--- config.mk ---
export PLATFORM = sky130hd
export DESIGN_NAME = sae_regs
export DESIGN_NICKNAME = d
export VERILOG_FILES = /design/src/sae_pkg.sv /design/src/sae_regs.sv
export SDC_FILE = /design/constraint.sdc
export NUM_CORES = 1
export LEC_CHECK = 0
export BUFFER_PORTS_ARGS = -buffer_cell sky130_fd_sc_hd__buf_2
export CORE_UTILIZATION = 52
export CTS_BUF_LIST = sky130_fd_sc_hd__clkbuf_8
export CTS_CLUSTER_SIZE = 25
export DETAILED_ROUTE_END_ITERATION = 8
export PLACE_DENSITY = 0.82
export SYNTH_ARGS = -nofsm -noshare
export SYNTH_HDL_FRONTEND = slang
export SYNTH_SLANG_ARGS = --single-unit
--- constraint.sdc ---
create_clock -name clk -period 1.5 [get_ports clk]
set_input_delay 0 -clock clk [delete_from_list [all_inputs] [get_ports clk]]
set_output_delay 0 -clock clk [all_outputs]
set_load 0.01 [all_outputs]
--- src/sae_pkg.sv ---
// Constants and types for the analog enable and pump current register bank
// Contract
// (RULE_01) Bit 0 gates main bias, resets one
// (RULE_02) Bits 1-4 enable pump, comparator, buffers
// (RULE_03) Bit 5 clear keeps output pad undriven
// (RULE_04) Bit 5 and output mode: pad always driven
// (RULE_05) Otherwise pad off on foreign chip address
// (RULE_06) Bit 10 enables oscillator buffer/prescaler bias
// (RULE_07) Host writes bits 18:11 with 55
// (RULE_08) Host sets bit 19 at feedback >=4000MHz
// (RULE_09) Host sets bit 21 for 200-350MHz reference
// (RULE_10) Host keeps other reserved fields at defaults
// (RULE_11) Bits 6:0 pump down code, reset 100
// (RULE_12) Bits 13:7 pump up code, reset 100
// (RULE_13) Bits 20:14 pump offset code, reset zero
// (RULE_14) Host sets offset down bit in fractional
// (RULE_15) Pump register resets to default, bit23 zero
// (RULE_16) Fields act after full write; readback last
package sae_pkg;
  localparam int ADDR_W = 5;
  localparam int DATA_W = 24;
  localparam int CODE_W = 7;

  localparam logic [4:0] ANALOG_EN_OFS = 5'h08;
  localparam logic [4:0] PUMP_CUR_OFS = 5'h09;

  localparam logic [23:0] ANALOG_EN_RST = 24'hc1_beff;
  localparam logic [23:0] PUMP_CUR_RST = 24'h40_3264;

  localparam int BIAS_BIT = 0;
  localparam int PUMP_BIT = 1;
  localparam int PHASE_BIT = 2;
  localparam int REFBUF_BIT = 3;
  localparam int OSCBUF_BIT = 4;
  localparam int PAD_BIT = 5;
  localparam int OSC_BIAS_BIT = 10;
  localparam int HALVE_BIT = 19;
  localparam int HIREF_BIT = 21;

  localparam int DOWN_LSB = 0;
  localparam int UP_LSB = 7;
  localparam int OFFSET_LSB = 14;
  localparam int OFS_UP_BIT = 21;
  localparam int OFS_DOWN_BIT = 22;

  // One completed serial write, as handed over by the serial front end
  typedef struct packed {
    logic valid;
    logic [4:0] addr;
    logic [23:0] data;
  } sae_wr_s;

  // Serial transaction status used to release the shared output pad
  typedef struct packed {
    logic active;
    logic addr_match;
  } sae_xfer_s;
endpackage

--- src/sae_regs.sv ---
// Analog enable and pump current registers with shared output pad control
module sae_regs (
  input wire logic clk,
  input wire logic srst,
  input wire sae_pkg::sae_wr_s wr_req,
  input wire logic rd_valid,
  input wire logic [4:0] rd_addr,
  input wire sae_pkg::sae_xfer_s xfer,
  input wire logic general_output_port_mode,
  input wire logic pad_data,
  output logic [23:0] rd_data,
  output logic rd_hit,
  output logic bias_on,
  output logic pump_on,
  output logic phase_compare_on,
  output logic reference_buffer_on,
  output logic oscillator_buffer_on,
  output logic lock_out_pad_on,
  output logic osc_prescaler_bias_on,
  output logic feedback_halve_on,
  output logic high_ref_range,
  output logic [6:0] pump_down_code,
  output logic [6:0] pump_up_code,
  output logic [6:0] pump_offset_code,
  output logic pump_offset_up_on,
  output logic pump_offset_down_on,
  output logic lock_or_serial_out_pad_o,
  output logic lock_or_serial_out_pad_oe_n
);

  logic [23:0] analog_block_enables_r;
  logic [23:0] pump_current_control_r;
  logic pad_drive_nxt;

  function automatic logic hit(input logic [4:0] a, input logic [4:0] ofs);
    hit = (a == ofs);
  endfunction

  // Whole-word update on the completed write only, so no field changes mid-transfer
  always_ff @(posedge clk) begin
    if (srst) begin
      analog_block_enables_r <= sae_pkg::ANALOG_EN_RST; // RULE_01 RULE_02 RULE_06
    end else if (wr_req.valid && hit(wr_req.addr, sae_pkg::ANALOG_EN_OFS)) begin
      analog_block_enables_r <= wr_req.data; // RULE_16
    end
  end

  always_ff @(posedge clk) begin
    if (srst) begin
      pump_current_control_r <= sae_pkg::PUMP_CUR_RST; // RULE_15
    end else if (wr_req.valid && hit(wr_req.addr, sae_pkg::PUMP_CUR_OFS)) begin
      pump_current_control_r <= wr_req.data; // RULE_16
    end
  end

  // Outputs are the stored bits themselves, so they are flop outputs by construction
  assign bias_on = analog_block_enables_r[sae_pkg::BIAS_BIT]; // RULE_01
  assign pump_on = analog_block_enables_r[sae_pkg::PUMP_BIT]; // RULE_02
  assign phase_compare_on = analog_block_enables_r[sae_pkg::PHASE_BIT]; // RULE_02
  assign reference_buffer_on = analog_block_enables_r[sae_pkg::REFBUF_BIT]; // RULE_02
  assign oscillator_buffer_on = analog_block_enables_r[sae_pkg::OSCBUF_BIT]; // RULE_02
  assign lock_out_pad_on = analog_block_enables_r[sae_pkg::PAD_BIT];
  assign osc_prescaler_bias_on = analog_block_enables_r[sae_pkg::OSC_BIAS_BIT]; // RULE_06
  assign feedback_halve_on = analog_block_enables_r[sae_pkg::HALVE_BIT];
  assign high_ref_range = analog_block_enables_r[sae_pkg::HIREF_BIT];
  assign pump_down_code = pump_current_control_r[sae_pkg::DOWN_LSB +: sae_pkg::CODE_W]; // RULE_11
  assign pump_up_code = pump_current_control_r[sae_pkg::UP_LSB +: sae_pkg::CODE_W]; // RULE_12
  assign pump_offset_code = pump_current_control_r[sae_pkg::OFFSET_LSB +: sae_pkg::CODE_W]; // RULE_13
  assign pump_offset_up_on = pump_current_control_r[sae_pkg::OFS_UP_BIT];
  assign pump_offset_down_on = pump_current_control_r[sae_pkg::OFS_DOWN_BIT];

  // Pad drive decision; outside output mode, a foreign chip address releases the pad so another part may answer
  always_comb begin
    if (!lock_out_pad_on) begin
      pad_drive_nxt = 1'b0; // RULE_03
    end else if (general_output_port_mode) begin
      pad_drive_nxt = 1'b1; // RULE_04
    end else begin
      pad_drive_nxt = !(xfer.active && !xfer.addr_match); // RULE_05
    end
  end

  always_ff @(posedge clk) begin
    if (srst) begin
      lock_or_serial_out_pad_oe_n <= 1'b1;
      lock_or_serial_out_pad_o <= 1'b0;
    end else begin
      lock_or_serial_out_pad_oe_n <= !pad_drive_nxt; // RULE_03 RULE_04 RULE_05
      lock_or_serial_out_pad_o <= pad_drive_nxt & pad_data;
    end
  end

  // Readback; unmapped addresses answer zero with rd_hit low
  always_ff @(posedge clk) begin
    if (srst) begin
      rd_data <= 24'h00_0000;
      rd_hit <= 1'b0;
    end else if (rd_valid && hit(rd_addr, sae_pkg::ANALOG_EN_OFS)) begin
      rd_data <= analog_block_enables_r; // RULE_16
      rd_hit <= 1'b1;
    end else if (rd_valid && hit(rd_addr, sae_pkg::PUMP_CUR_OFS)) begin
      rd_data <= pump_current_control_r; // RULE_16
      rd_hit <= 1'b1;
    end else begin
      rd_data <= 24'h00_0000;
      rd_hit <= 1'b0;
    end
  end

  logic wr_an;
  logic wr_pc;
  assign wr_an = wr_req.valid && hit(wr_req.addr, sae_pkg::ANALOG_EN_OFS);
  assign wr_pc = wr_req.valid && hit(wr_req.addr, sae_pkg::PUMP_CUR_OFS);

  a_bias_follow: assert property (@(posedge clk) disable iff (srst)
    wr_an |=> bias_on == $past(wr_req.data[0])) else $error("bias enable not updated"); // RULE_01
  a_path_enables: assert property (@(posedge clk) disable iff (srst)
    wr_an |=> {oscillator_buffer_on, reference_buffer_on, phase_compare_on, pump_on} == $past(wr_req.data[4:1]))
    else $error("path enables not updated"); // RULE_02
  a_pad_off: assert property (@(posedge clk) disable iff (srst)
    !lock_out_pad_on |=> lock_or_serial_out_pad_oe_n) else $error("pad driven while disabled"); // RULE_03
  a_pad_gpo: assert property (@(posedge clk) disable iff (srst)
    lock_out_pad_on && general_output_port_mode |=> !lock_or_serial_out_pad_oe_n)
    else $error("pad not driven in output mode"); // RULE_04
  a_pad_share: assert property (@(posedge clk) disable iff (srst)
    lock_out_pad_on && !general_output_port_mode && xfer.active && !xfer.addr_match |=> lock_or_serial_out_pad_oe_n)
    else $error("pad driven on foreign address"); // RULE_05
  a_osc_bias: assert property (@(posedge clk) disable iff (srst)
    wr_an |=> osc_prescaler_bias_on == $past(wr_req.data[10])) else $error("osc bias not updated"); // RULE_06
  a_down_code: assert property (@(posedge clk) disable iff (srst)
    wr_pc |=> pump_down_code == $past(wr_req.data[6:0])) else $error("down code not updated"); // RULE_11
  a_up_code: assert property (@(posedge clk) disable iff (srst)
    wr_pc |=> pump_up_code == $past(wr_req.data[13:7])) else $error("up code not updated"); // RULE_12
  a_offset_code: assert property (@(posedge clk) disable iff (srst)
    wr_pc |=> pump_offset_code == $past(wr_req.data[20:14])) else $error("offset code not updated"); // RULE_13
  a_pump_reset: assert property (@(posedge clk) disable iff (srst)
    $fell(srst) |-> pump_current_control_r == sae_pkg::PUMP_CUR_RST &&
    analog_block_enables_r == sae_pkg::ANALOG_EN_RST)
    else $error("reset value wrong"); // RULE_15
  a_read_back: assert property (@(posedge clk) disable iff (srst)
    wr_pc ##1 (!wr_req.valid)[*3] ##1 (rd_valid && rd_addr == sae_pkg::PUMP_CUR_OFS && !wr_req.valid)
    |=> rd_data == $past(wr_req.data, 5))
    else $error("readback differs from last write"); // RULE_16
  a_pad_enable_bit: assert property (@(posedge clk) disable iff (srst)
    wr_an |=> lock_out_pad_on == $past(wr_req.data[5])) else $error("pad enable bit not updated"); // RULE_03
  a_pad_quiet: assert property (@(posedge clk) disable iff (srst)
    lock_or_serial_out_pad_oe_n |-> !lock_or_serial_out_pad_o) else $error("pad value while released"); // RULE_03
  a_pad_value: assert property (@(posedge clk) disable iff (srst)
    lock_out_pad_on && general_output_port_mode |=> lock_or_serial_out_pad_o == $past(pad_data))
    else $error("pad value not passed in output mode"); // RULE_04
  // With bit 5 set outside output mode, own or idle traffic keeps the pad driven; only a foreign address releases it
  a_pad_own: assert property (@(posedge clk) disable iff (srst)
    lock_out_pad_on && !general_output_port_mode && !(xfer.active && !xfer.addr_match) |=> !lock_or_serial_out_pad_oe_n)
    else $error("pad released without foreign address"); // RULE_05
  a_write_other: assert property (@(posedge clk) disable iff (srst)
    wr_req.valid && !wr_an && !wr_pc |=> $stable(analog_block_enables_r) && $stable(pump_current_control_r))
    else $error("write to other address changed a register"); // RULE_16
  a_read_miss: assert property (@(posedge clk) disable iff (srst)
    rd_valid && !hit(rd_addr, sae_pkg::ANALOG_EN_OFS) && !hit(rd_addr, sae_pkg::PUMP_CUR_OFS)
    |=> !rd_hit && rd_data == 24'h00_0000) else $error("unmapped read answered"); // RULE_16

  c_pad_release: cover property (@(posedge clk) disable iff (srst)
    !lock_or_serial_out_pad_oe_n ##1 lock_or_serial_out_pad_oe_n);
  c_pump_write: cover property (@(posedge clk) disable iff (srst)
    wr_pc ##4 rd_valid && rd_addr == sae_pkg::PUMP_CUR_OFS);
  c_pad_share: cover property (@(posedge clk) disable iff (srst)
    lock_out_pad_on && !general_output_port_mode && xfer.active && !xfer.addr_match);
  c_pad_gpo: cover property (@(posedge clk) disable iff (srst) lock_out_pad_on && general_output_port_mode);
endmodule

==> flow_metrics.env <==
export IMPL_status="finished, final reports clean"
export IMPL_drcViolationCount=0
export IMPL_syn2layout_area_growth_pct=30.3
export IMPL_antenna_cells=0
export IMPL_synth_top_family_by_area="multiplexers"
export IMPL_synth_top_area_cell="dfxtp_1"
export IMPL_fp_dieW_um=77.5
export IMPL_gp_congestion=0.774
export IMPL_cp_max_fo=2
export IMPL_power_leakage_uw=0.00183
export IMPL_synth_fa_ha_area_share_pct=0
export IMPL_cts_buffers=9
export IMPL_worstSetupEndpointType="register"
export IMPL_critPathKind="input pin to register"
export IMPL_synth_compound_area_share_pct=0.295
export IMPL_cp_cell_sequence="dlygate4sd3_1 -> buf_2 -> o311ai_0 -> nor2_1"
export IMPL_cts_root_buffer="clkbuf_8"
export IMPL_slew_headroom_pct=66.6
export IMPL_timing_fmax_ghz=1.05
export IMPL_setup_viol=0
export IMPL_antenna_found_initial=0
export IMPL_finalCriticalPeriod_ns=0.950
export IMPL_track_usage_pct=22.0
export IMPL_synth_top_area_share_pct=50.6
export IMPL_fp_coreArea_um2=5510
export IMPL_max_cap_violations=0
export IMPL_clk_latency_ns=0.33
export IMPL_drtIter0Drc=89
export IMPL_clock_sinks=75
export IMPL_grt_max_degree=26
export IMPL_wire_per_inst_um=13.1
export IMPL_hold_ws_ns=0.00959
export IMPL_seq_area_frac_synth_pct=50.6
export IMPL_reg2reg_setup_slack_ns=0.73
export IMPL_drt_pass1_iter_count=4
export IMPL_dieArea_um2=6010
export IMPL_drv_slew=0
export IMPL_grt_overflow=0
export IMPL_cp_top_family="buffers and inverters"
export IMPL_synth_seq_cells=75
export IMPL_clkTransAtPathRegs_ns=0.08
export IMPL_die_h_um=77.5
export IMPL_worst_path_stages=4
export IMPL_power_density_nw_per_um2=1040
export IMPL_start_util_pct=53.9
export IMPL_worst_r2r_cell_count=2
export IMPL_grt_pass1_wl_um=10300
export IMPL_routed_wl_um=6400
export IMPL_nets=454
export IMPL_worstMarginPinSlew_ns=0.494
export IMPL_required_ns=1.71
export IMPL_crit_slowest_cell="dlygate4sd3_1"
export IMPL_whs_path_depth=2
export IMPL_critPathBufInv=2
export IMPL_total_power_uw=4010
export IMPL_arrival_ns=1.16
export IMPL_max_stage_delay_ns=0.54
export IMPL_cts_buffer_depth=2
export IMPL_fillCellCount=409
export IMPL_ys_types=18
export IMPL_io_buffers=100
export IMPL_synthSimpleGateAreaFrac_pct=15.1
export IMPL_ios=101
export IMPL_ant_nets=0
export IMPL_postSynthCellCount=306
export IMPL_cts_setup_buffers=0
export IMPL_syn_area_um2=2970
export IMPL_drive_above_1_share_pct=30.9
export IMPL_syn_nets=348
export IMPL_finalCritPeriodShare_pct=63.3
export IMPL_hold_class="input pin to register"
export IMPL_via_count=2403
export IMPL_skew_ns=0.00752
export IMPL_syn_avg_cell_area_um2=9.69
export IMPL_dp_hpwl_um=4110
export IMPL_cp_start_kind="input pin"
export IMPL_cts_hold_buf=26
export IMPL_row_count=27
export IMPL_htreeDepth=3
export IMPL_grt_pass1_vias=2434
export IMPL_cts_resized=0
export IMPL_yosys_warnings=0
export IMPL_rsz0062_at_grt="no"
export IMPL_tns_ns=0
export IMPL_synth_area_top_cells="dfxtp_1, mux2i_1, nor2_1"
export IMPL_synth_xor_area_share_pct=0
export IMPL_synthMuxAreaShare_pct=24.3
export IMPL_cts_tree="done"
export IMPL_hold_viol=0
export IMPL_irDropWorstVdd_mv=0.708
export IMPL_via_per_inst=4.91
[registers in the layout (all words and copies together), names as in the netlist]
| signal | flops |
|---|---|
| lock_or_serial_out_pad_oe_n | 1 |
| analog_block_enables_r | 24 |
| pump_current_control_r | 24 |
| lock_or_serial_out_pad_o | 1 |
| rd_data | 24 |
| rd_hit | 1 |
[stage by stage]
| step | utilization, % | setup slack [ns] | cell area (um^2) | instances |
|---|---|---|---|---|
| finish | 70.2 | 0.550 | 3860 | 489 |
| global route | 70.2 | 0.488 | 3860 | 489 |
| CTS | 70.2 | 0.562 | 3860 | 489 |
| detailed placement | 61.4 | 0.300 | 3380 | 447 |
| global placement | 61.4 | 0.355 | 3380 | 447 |
| floorplan | - | 0.477 | 2970 | 306 |
[worst paths after layout]
check                                           startpoint                           to
worst max register to register   analog_block_enables_r[5]     lock_or_serial_out_pad_o
worst max-delay path              general_output_port_mode     lock_or_serial_out_pad_o
worst min-delay path                               xfer[0]  lock_or_serial_out_pad_oe_n
worst min register to register  pump_current_control_r[23]   pump_current_control_r[23]
[report_power, final]
group	switching, uW	leakage [uW]	internal, uW	total [uW]
Combinational	133	0.00112	149	282
Clock	767	0.000110	949	1720
Sequential	8.08	0.000606	2010	2010
Total	908	0.00183	3100	4010
[layer usage]
| layer | wire length [um] | vias to the layer above | track usage, % |
|---|---|---|---|
| li1 | - | 1182 | - |
| met1 | 2640 | 1136 | 24.0 |
| met2 | 3330 | 74 | 40.4 |
| met3 | 290 | 11 | 3.53 |
| met4 | 138 | 0 | 11.7 |
| met5 | 0 | - | 0 |
[layout by cell type (no fill, tap or decap)]
master	count
buf_12	1
buf_2	100
buf_4	9
bufinv_16	2
clkbuf_8	9
clkinv_2	1
clkinv_4	1
clkinvlp_4	1
dfxtp_1	75
dlygate4sd3_1	26
inv_1	3
inv_2	1
inv_6	2
mux2i_1	72
nand2_1	41
nand3b_1	1
nand4bb_1	1
nor2_1	66
nor3_2	1
nor3b_2	1
nor4b_1	1
o311ai_0	1
or3_1	1
[cell usage after synthesis]
library cell,count
nor3_1,1
mux2i_1,72
nand2_1,41
buf_12,1
buf_4,23
nor3b_1,1
inv_2,1
o311ai_0,1
nor4b_1,1
or3_1,1
nor2_1,66
buf_6,1
nand3b_1,1
dfxtp_1,75
buf_2,6
clkbuf_1,10
inv_1,3
nand4bb_1,1
[final cells by class]
class | count | area (um^2) | share of cell area [%]
Timing Repair Buffer | 136 | 848 | 21.9
Multi-Input combinational cell | 186 | 1190 | 30.7
Tap cell | 72 | 90.1 | 2.33
Inverter | 4 | 15.0 | 0.388
Sequential cell | 75 | 1500 | 38.8
Clock inverter | 7 | 98.8 | 2.56
Clock buffer | 9 | 124 | 3.20
[cell families (layout without fill, tap and decap cells)]
group | after synthesis | in the layout
flops | 75 | 75
compound gates | 1 | 1
buf+inv | 45 | 156
mux | 72 | 72
simple gates | 113 | 113
(Power assumes the default switching activity.)
